--- config.mk ---
export PLATFORM = sky130hd
export DESIGN_NAME = dual_timer_counter_core
export DESIGN_NICKNAME = d
export VERILOG_FILES = /design/src/rtl/timer_pkg.sv /design/src/rtl/dual_timer_counter_core.sv /design/src/rtl/count_step_gen.sv
export SDC_FILE = /design/constraint.sdc
export NUM_CORES = 1
export LEC_CHECK = 0
export BUFFER_PORTS_ARGS = -buffer_cell sky130_fd_sc_hd__buf_2
export CAP_MARGIN = 20
export CORE_ASPECT_RATIO = 2
export CORE_MARGIN = 5
export CORE_UTILIZATION = 60
export CTS_CLUSTER_DIAMETER = 40
export DETAILED_ROUTE_END_ITERATION = 7
export PLACE_DENSITY = 0.91
export SLEW_MARGIN = 20
export SYNTH_ARGS = -nofsm -noshare
export SYNTH_HDL_FRONTEND = slang
export SYNTH_SLANG_ARGS = --single-unit
--- constraint.sdc ---
create_clock -name clk_sys -period 3.1 [get_ports clk_sys]
set_input_delay 0 -clock clk_sys [delete_from_list [all_inputs] [get_ports clk_sys]]
set_output_delay 0 -clock clk_sys [all_outputs]
set_load 0.005 [all_outputs]
--- src/rtl/timer_pkg.sv ---
// Constants for the dual timer/counter core
// Assumes an 8-bit special function register bus on the core clock
package timer_pkg;
  // Register addresses
  localparam logic [7:0] ADDR_CONTROL = 8'h88;
  localparam logic [7:0] ADDR_MODE = 8'h89;
  localparam logic [7:0] ADDR_ZERO_LOW = 8'h8a;
  localparam logic [7:0] ADDR_ONE_LOW = 8'h8b;
  localparam logic [7:0] ADDR_ZERO_HIGH = 8'h8c;
  localparam logic [7:0] ADDR_ONE_HIGH = 8'h8d;
  localparam logic [7:0] ADDR_CLK_DIV = 8'h8e;
  // Mode register fields, per-unit nibble
  localparam int UNIT_ONE_SHIFT = 4;
  localparam int GATE_BIT = 3;
  localparam int SRC_BIT = 2;
  localparam int MODE_HI_BIT = 1;
  localparam int MODE_LO_BIT = 0;
  // Control register fields
  localparam int FLAG_ONE_BIT = 7;
  localparam int RUN_ONE_BIT = 6;
  localparam int FLAG_ZERO_BIT = 5;
  localparam int RUN_ZERO_BIT = 4;
  // Clock divider control fields
  localparam int DIV_ZERO_BIT = 3;
  localparam int DIV_ONE_BIT = 4;
  // Event pin positions on port 3
  localparam int EVENT_ZERO_PIN = 4;
  localparam int EVENT_ONE_PIN = 5;
  // Interrupt pin positions on port 3
  localparam int IRQ_ZERO_PIN = 2;
  localparam int IRQ_ONE_PIN = 3;
  // Prescale last counts (divide by 4 and 12)
  localparam logic [3:0] DIV_FAST_LAST = 4'h3;
  localparam logic [3:0] DIV_SLOW_LAST = 4'hb;
  // Counter widths
  localparam logic [7:0] LOW_13_MASK = 8'h1f;
  localparam logic [7:0] BYTE_ZERO = 8'h00;
  localparam logic [7:0] BYTE_ONES = 8'hff;
  typedef enum logic [1:0]
  {
    MODE_13 = 2'b00,
    MODE_16 = 2'b01,
    MODE_RELOAD = 2'b10,
    MODE_SPLIT = 2'b11
  } count_mode_type;
endpackage : timer_pkg

--- src/rtl/dual_timer_counter_core.sv ---
// Two timer/counters on the special function register bus
// Assumes a single-cycle register bus and asynchronous port 3 pins
//
// Summary of operation
// - Timer on clock or counter on pin
// - 16-bit count as low/high bytes
// - Four modes, split for unit zero
// - Mode field selects 13,16,reload,split
// - Gate bit needs interrupt pin high
// - Clock source: divided clock or pin
// - Unit one upper nibble, zero lower
// - Event pins are port 3 bits 4,5
// - Run bit enables counting
// - Overflow sets flag, vector clears it
module dual_timer_counter_core
  import timer_pkg::*;
(
  // Clocking
  input wire logic clk_sys,
  input wire logic reset,
  input wire logic clk_en,
  // Register bus
  input wire logic [7:0] sfr_addr,
  input wire logic [7:0] sfr_wdata,
  input wire logic sfr_we,
  output logic [7:0] sfr_rdata,
  // Interrupt vector acknowledge
  input wire logic vector_ack_zero,
  input wire logic vector_ack_one,
  // Pins
  input wire logic [5:0] port3_in,
  // Flags out
  output logic overflow_flag_zero,
  output logic overflow_flag_one
);
  logic [7:0] timer_mode_select_reg;
  logic [7:0] clock_divider_control_reg;
  logic [7:0] count_zero_low_reg;
  logic [7:0] count_zero_high_reg;
  logic [7:0] count_one_low_reg;
  logic [7:0] count_one_high_reg;
  logic run_bit_zero_reg;
  logic run_bit_one_reg;
  logic [5:0] pin_meta_reg;
  logic [5:0] pin_sync_reg;
  logic [1:0] step;
  logic split_mode;
  logic [7:0] ctrl_read;
  logic zl_ovf, zh_ovf, ol_ovf, oh_ovf;
  logic ovf_zero, ovf_one;
  count_mode_type mode_zero, mode_one;

  // Two-stage pin synchronizer
  always_ff @(posedge clk_sys)
  begin
    if (reset)
    begin
      pin_meta_reg <= 6'h3f;
      pin_sync_reg <= 6'h3f;
    end
    else if (clk_en)
    begin
      pin_meta_reg <= port3_in;
      pin_sync_reg <= pin_meta_reg;
    end
  end

  function automatic count_mode_type mode_of(input logic [3:0] nib);
    mode_of = count_mode_type'({nib[MODE_HI_BIT], nib[MODE_LO_BIT]});
  endfunction : mode_of

  assign mode_zero = mode_of(timer_mode_select_reg[3:0]);
  assign mode_one = mode_of(timer_mode_select_reg[7:4]);
  assign split_mode = (mode_zero == MODE_SPLIT);

  generate
    for (genvar u = 0; u < 2; u++)
    begin : g_unit
      localparam int SH = u * UNIT_ONE_SHIFT;
      count_step_gen u_step
      (
        .clk_sys(clk_sys),
        .reset(reset),
        .clk_en(clk_en),
        .run_bit(u == 0 ? run_bit_zero_reg : run_bit_one_reg),
        .gate_en(timer_mode_select_reg[SH + GATE_BIT]),
        .src_sel(timer_mode_select_reg[SH + SRC_BIT]),
        .div_sel(clock_divider_control_reg[u == 0 ? DIV_ZERO_BIT
                                                  : DIV_ONE_BIT]),
        .irq_level(pin_sync_reg[u == 0 ? IRQ_ZERO_PIN
                                       : IRQ_ONE_PIN]),
        .event_level(pin_sync_reg[u == 0 ? EVENT_ZERO_PIN
                                         : EVENT_ONE_PIN]),
        .step(step[u])
      );
    end
  endgenerate

  function automatic logic low_wraps(input count_mode_type m,
                                     input logic [7:0] lo);
    low_wraps = (m == MODE_13) ? ((lo & LOW_13_MASK) == LOW_13_MASK)
                               : (lo == BYTE_ONES);
  endfunction : low_wraps

  // Overflow detection per byte
  assign zl_ovf = step[0] && low_wraps(mode_zero, count_zero_low_reg);
  assign zh_ovf = step[0] && !split_mode && mode_zero != MODE_RELOAD &&
                  zl_ovf && count_zero_high_reg == BYTE_ONES;
  // In split mode the high byte of unit zero runs on unit one's run bit
  assign oh_ovf = split_mode ? (run_bit_one_reg && step[1] &&
                                count_zero_high_reg == BYTE_ONES)
                             : 1'b0;
  assign ol_ovf = step[1] && mode_one != MODE_SPLIT &&
                  low_wraps(mode_one, count_one_low_reg);
  assign ovf_zero = (mode_zero == MODE_RELOAD || split_mode) ? zl_ovf
                                                              : zh_ovf;
  assign ovf_one = split_mode ? oh_ovf :
                   (mode_one == MODE_RELOAD) ? ol_ovf :
                   (ol_ovf && count_one_high_reg == BYTE_ONES &&
                    mode_one != MODE_SPLIT);

  always_ff @(posedge clk_sys)
  begin
    if (reset)
    begin
      count_zero_low_reg <= BYTE_ZERO;
      count_zero_high_reg <= BYTE_ZERO;
    end
    else if (clk_en)
    begin
      if (sfr_we && sfr_addr == ADDR_ZERO_LOW)
        count_zero_low_reg <= sfr_wdata;
      else if (step[0])
      begin
        if (mode_zero == MODE_RELOAD && zl_ovf)
          count_zero_low_reg <= count_zero_high_reg;
        else if (mode_zero == MODE_13 && zl_ovf)
          count_zero_low_reg <= count_zero_low_reg & ~LOW_13_MASK;
        else
          count_zero_low_reg <= count_zero_low_reg + 8'h01;
      end
      if (sfr_we && sfr_addr == ADDR_ZERO_HIGH)
        count_zero_high_reg <= sfr_wdata;
      else if (split_mode ? (run_bit_one_reg && step[1])
               : (zl_ovf && mode_zero != MODE_RELOAD))
        count_zero_high_reg <= count_zero_high_reg + 8'h01;
    end
  end

  always_ff @(posedge clk_sys)
  begin
    if (reset)
    begin
      count_one_low_reg <= BYTE_ZERO;
      count_one_high_reg <= BYTE_ZERO;
    end
    else if (clk_en)
    begin
      if (sfr_we && sfr_addr == ADDR_ONE_LOW)
        count_one_low_reg <= sfr_wdata;
      else if (step[1] && mode_one != MODE_SPLIT && !split_mode)
      begin
        if (mode_one == MODE_RELOAD && ol_ovf)
          count_one_low_reg <= count_one_high_reg;
        else if (mode_one == MODE_13 && ol_ovf)
          count_one_low_reg <= count_one_low_reg & ~LOW_13_MASK;
        else
          count_one_low_reg <= count_one_low_reg + 8'h01;
      end
      if (sfr_we && sfr_addr == ADDR_ONE_HIGH)
        count_one_high_reg <= sfr_wdata;
      else if (ol_ovf && mode_one != MODE_RELOAD && !split_mode)
        count_one_high_reg <= count_one_high_reg + 8'h01;
    end
  end

  always_ff @(posedge clk_sys)
  begin
    if (reset)
    begin
      run_bit_zero_reg <= 1'b0;
      run_bit_one_reg <= 1'b0;
      timer_mode_select_reg <= BYTE_ZERO;
      clock_divider_control_reg <= BYTE_ZERO;
    end
    else if (clk_en && sfr_we)
    begin
      if (sfr_addr == ADDR_CONTROL)
      begin
        run_bit_zero_reg <= sfr_wdata[RUN_ZERO_BIT];
        run_bit_one_reg <= sfr_wdata[RUN_ONE_BIT];
      end
      if (sfr_addr == ADDR_MODE)
        timer_mode_select_reg <= sfr_wdata;
      if (sfr_addr == ADDR_CLK_DIV)
        clock_divider_control_reg <= sfr_wdata;
    end
  end

  always_ff @(posedge clk_sys)
  begin
    if (reset)
    begin
      overflow_flag_zero <= 1'b0;
      overflow_flag_one <= 1'b0;
    end
    else if (clk_en)
    begin
      if (ovf_zero)
        overflow_flag_zero <= 1'b1;
      else if (vector_ack_zero)
        overflow_flag_zero <= 1'b0;
      else if (sfr_we && sfr_addr == ADDR_CONTROL)
        overflow_flag_zero <= sfr_wdata[FLAG_ZERO_BIT];
      if (ovf_one)
        overflow_flag_one <= 1'b1;
      else if (vector_ack_one)
        overflow_flag_one <= 1'b0;
      else if (sfr_we && sfr_addr == ADDR_CONTROL)
        overflow_flag_one <= sfr_wdata[FLAG_ONE_BIT];
    end
  end

  always_comb
  begin
    ctrl_read = BYTE_ZERO;
    ctrl_read[FLAG_ONE_BIT] = overflow_flag_one;
    ctrl_read[RUN_ONE_BIT] = run_bit_one_reg;
    ctrl_read[FLAG_ZERO_BIT] = overflow_flag_zero;
    ctrl_read[RUN_ZERO_BIT] = run_bit_zero_reg;
  end

  // Registered read data
  always_ff @(posedge clk_sys)
  begin
    if (reset)
      sfr_rdata <= BYTE_ZERO;
    else if (clk_en)
      unique case (sfr_addr)
        ADDR_CONTROL: sfr_rdata <= ctrl_read;
        ADDR_MODE: sfr_rdata <= timer_mode_select_reg;
        ADDR_ZERO_LOW: sfr_rdata <= count_zero_low_reg;
        ADDR_ONE_LOW: sfr_rdata <= count_one_low_reg;
        ADDR_ZERO_HIGH: sfr_rdata <= count_zero_high_reg;
        ADDR_ONE_HIGH: sfr_rdata <= count_one_high_reg;
        ADDR_CLK_DIV: sfr_rdata <= clock_divider_control_reg;
        default: sfr_rdata <= BYTE_ZERO;
      endcase
  end
endmodule : dual_timer_counter_core

--- src/rtl/count_step_gen.sv ---
// Step generator for one unit: prescaler, event edge and gate
// Assumes pin inputs already synchronised by the caller
module count_step_gen
  import timer_pkg::*;
(
  // Clocking
  input wire logic clk_sys,
  input wire logic reset,
  input wire logic clk_en,
  // Control
  input wire logic run_bit,
  input wire logic gate_en,
  input wire logic src_sel,
  input wire logic div_sel,
  input wire logic irq_level,
  input wire logic event_level,
  // Step out
  output logic step
);
  logic [3:0] div_reg;
  logic event_last_reg;
  logic tick;
  logic allowed;

  always_ff @(posedge clk_sys)
  begin
    if (reset)
      div_reg <= 4'h0;
    else if (clk_en)
      div_reg <= (div_reg >= (div_sel ? DIV_FAST_LAST : DIV_SLOW_LAST))
                 ? 4'h0 : div_reg + 4'h1;
  end

  always_ff @(posedge clk_sys)
  begin
    if (reset)
      event_last_reg <= 1'b0;
    else if (clk_en)
      event_last_reg <= event_level;
  end

  assign allowed = run_bit && (!gate_en || irq_level);
  assign tick = src_sel ? (event_last_reg && !event_level)
                        : (div_reg == 4'h0);
  assign step = allowed && tick && clk_en;
endmodule : count_step_gen

==> impl_metrics.yaml <==
yosys:
  synth-edff-count: 0
  syn_nets: 599
  synth_ff_type: "dfxtp_1"
  ys_ff_latch: 78
  syn_area_um2: 4640
  yosysWarnings: 0
  syn-instance-count: 559
  synth.distinct_cells: 60
  synthArstFlopShare_pct: 0
  avgSynthCellArea_um2: 8.30
  ys_seq_area_share_pct: 33.7
floorplanning:
  ios: 38
  die-area_um2: 9690
  rows: 45
  start_util_pct: 61.0
  die_x_um: 72.2
  fp.dieH_um: 134
  core-area_um2: 7600
clock_network:
  cts-resized-gates: 0
  htreeDepth: 3
  cts.sinks: 78
  clkSlewWorstSetupHoldPaths_ps: 60
  cts_buffers: 9
  root_buffer: "clkbuf_16"
  cts_buffer_depth: 2
  cts_tree: "yes"
  holdBufCountCts: 4
  clk_latency_ps: 350
  postCtsSetupBuffers: 0
power_and_ir_drop:
  ir_drop_uv: 350
  leakage_uw: 0.00197
  powerDensity_nw_per_um2: 429
  finalPower_uw: 2220
timing:
  tns_ps: 0
  hold_violations: 0
  fin_crit_ps: 2800
  worstMarginPinSlew_ps: 839
  finalCritPeriodShare_pct: 90.2
  fin_skew_ps: 6.78
  fmax_mhz: 357
  setup_viol_count_final: 0
  slew_viol_final: 0
  relSlewSlack_pct: 44.0
  grt_setup_unrepaired: "no"
  setup_slack_ps: 303
route:
  wl_mm: 15.7
  num_vias: 4803
  drtIter0Drc: 693
  drtAntennaViolNets: 0
  firstDrtPassIters: 5
  post_drt_wl_per_cell_um: 23.0
  vias_per_cell: 7.03
  drc: 0
critical_path:
  crit_fanout: 16
  crit_type: "flip-flop to flip-flop"
  worstPathRequired_ps: 3380
  crit_arrival_ps: 3080
  worstSetupEndpointType: "flip-flop"
  start_kind: "flip-flop"
placement:
  portBuffers: 35
  place_congestion: 0.994
  pre_cts_ws_ps: 363
  hpwl_mm: 11.1
grt:
  grt_pass1_wl_mm: 24.8
  overflow: 0
  grt_start_max_net_pins: 53
  track_usage_pct: 33.5
  grt_pass1_vias: 4761
  antenna_found_initial: 0
job:
  cap_violations: 0
cells_and_area:
  fill_cells: 620
  drive_gt1_share_pct: 14.4
  nets: 624
  area_growth_pct: 11.9
  diodes: 0
hold_path:
  hold_class: "primary input to flip-flop"
outcome:
  status: "finished, final reports clean"
## kinds of logic (layout without fill, tap and decap cells)
family / count (synthesis) / after routing / share of synthesized area, %
buffers and inverters: 54 / 84 / 4.48
muxes: 51 / 51 / 12.4
DFF: 78 / 78 / 33.7
AOI/OAI and AO/OA: 132 / 132 / 20.1
adders and majority gates: 12 / 12 / 3.24
and+or+nand+nor: 218 / 218 / 23.4
xor gates and xnor gates: 14 / 14 / 2.64
## Yosys cell counts (6+ instances only)
| cell type | number | area, um2 |
|---|---|---|
| mux2_2 | 9 | 101 |
| dfxtp_1 | 78 | 1560 |
| nor2_1 | 66 | 248 |
| clkbuf_1 | 23 | 86.3 |
| o21ai_0 | 25 | 125 |
| o32ai_1 | 9 | 78.8 |
| mux2i_1 | 37 | 370 |
| ha_1 | 12 | 150 |
| nor3_1 | 7 | 35.0 |
| a22oi_1 | 6 | 45.0 |
| nand2_1 | 48 | 180 |
| a221oi_1 | 17 | 149 |
| nor3b_1 | 8 | 60.1 |
| or3_1 | 6 | 37.5 |
| and2_1 | 8 | 50.1 |
| o211ai_1 | 8 | 60.1 |
| a21oi_1 | 31 | 155 |
| or2_2 | 6 | 37.5 |
| nand3_1 | 29 | 145 |
| buf_1 | 6 | 22.5 |
| inv_1 | 21 | 78.8 |
| and3_1 | 11 | 68.8 |
| xnor2_1 | 9 | 78.8 |
## cell type report
cell class | instances | area, um2 | share of cell area, %
clock inverter | 7 | 61.3 | 1.18
tap | 94 | 118 | 2.27
clock buffer | 9 | 225 | 4.34
sequential | 78 | 1560 | 30.1
inverter | 21 | 78.8 | 1.52
multi-input combinational | 427 | 2870 | 55.3
timing repair buffer | 47 | 275 | 5.31
## worst max-delay path, cell delays in order (launching register included)
cell       delay, ps
dfxtp_1          440
ha_1             280
and4_1           250
a41oi_1          210
or3_1            410
o31a_1           480
a2111oi_0        460
a311o_1          200
## worst paths after layout
| check | slack [ps] | depth (start not counted) | from | to |
|---|---|---|---|---|
| min | 20 | 4 | vector_ack_one | overflow_flag_one |
| min reg2reg | 480 | 2 | pin_meta_reg[2] | pin_meta_reg[2] |
| max reg2reg | 300 | 7 | count_zero_low_reg[0] | count_zero_high_reg[0] |
| max | 300 | 7 | count_zero_low_reg[0] | count_zero_high_reg[0] |
## through the flow
stage / util, % / area [um2] / hold slack (ps) / instances
2_1_floorplan: - / 4640 / 128 / 559
4_1_cts: 68.2 / 5190 / 12.3 / 683
3_3_place_gp: 64.0 / 4860 / 217 / 663
3_5_place_dp: 64.0 / 4860 / 218 / 663
5_1_grt: 68.2 / 5190 / 20.1 / 683
6_report: 68.2 / 5190 / 20.4 / 683
## per-layer routing
metal  wire, um  track usage (%)
met3       1070             6.45
met5          0                0
met2       8020             56.9
met1       5520             36.6
met4       1120             22.7
## cell usage in the layout, fill, tap and decap left out, drive strengths merged, types with 17 or more instances in the layout
cell    count
inv        25
a221oi     17
mux2i      37
nand3      29
dfxtp      78
a21oi      31
nand2      48
buf        43
nor2       66
o21ai      26
## where the power goes
part | leakage [uW] | internal [uW] | switching, uW | total (uW)
combinational | 0.00121 | 56.4 | 108 | 164
clock | 0.000135 | 558 | 474 | 1030
sequential | 0.000631 | 1020 | 11.6 | 1030
total | 0.00197 | 1630 | 594 | 2220
No activity file was read; power rests on OpenSTA's default activity.
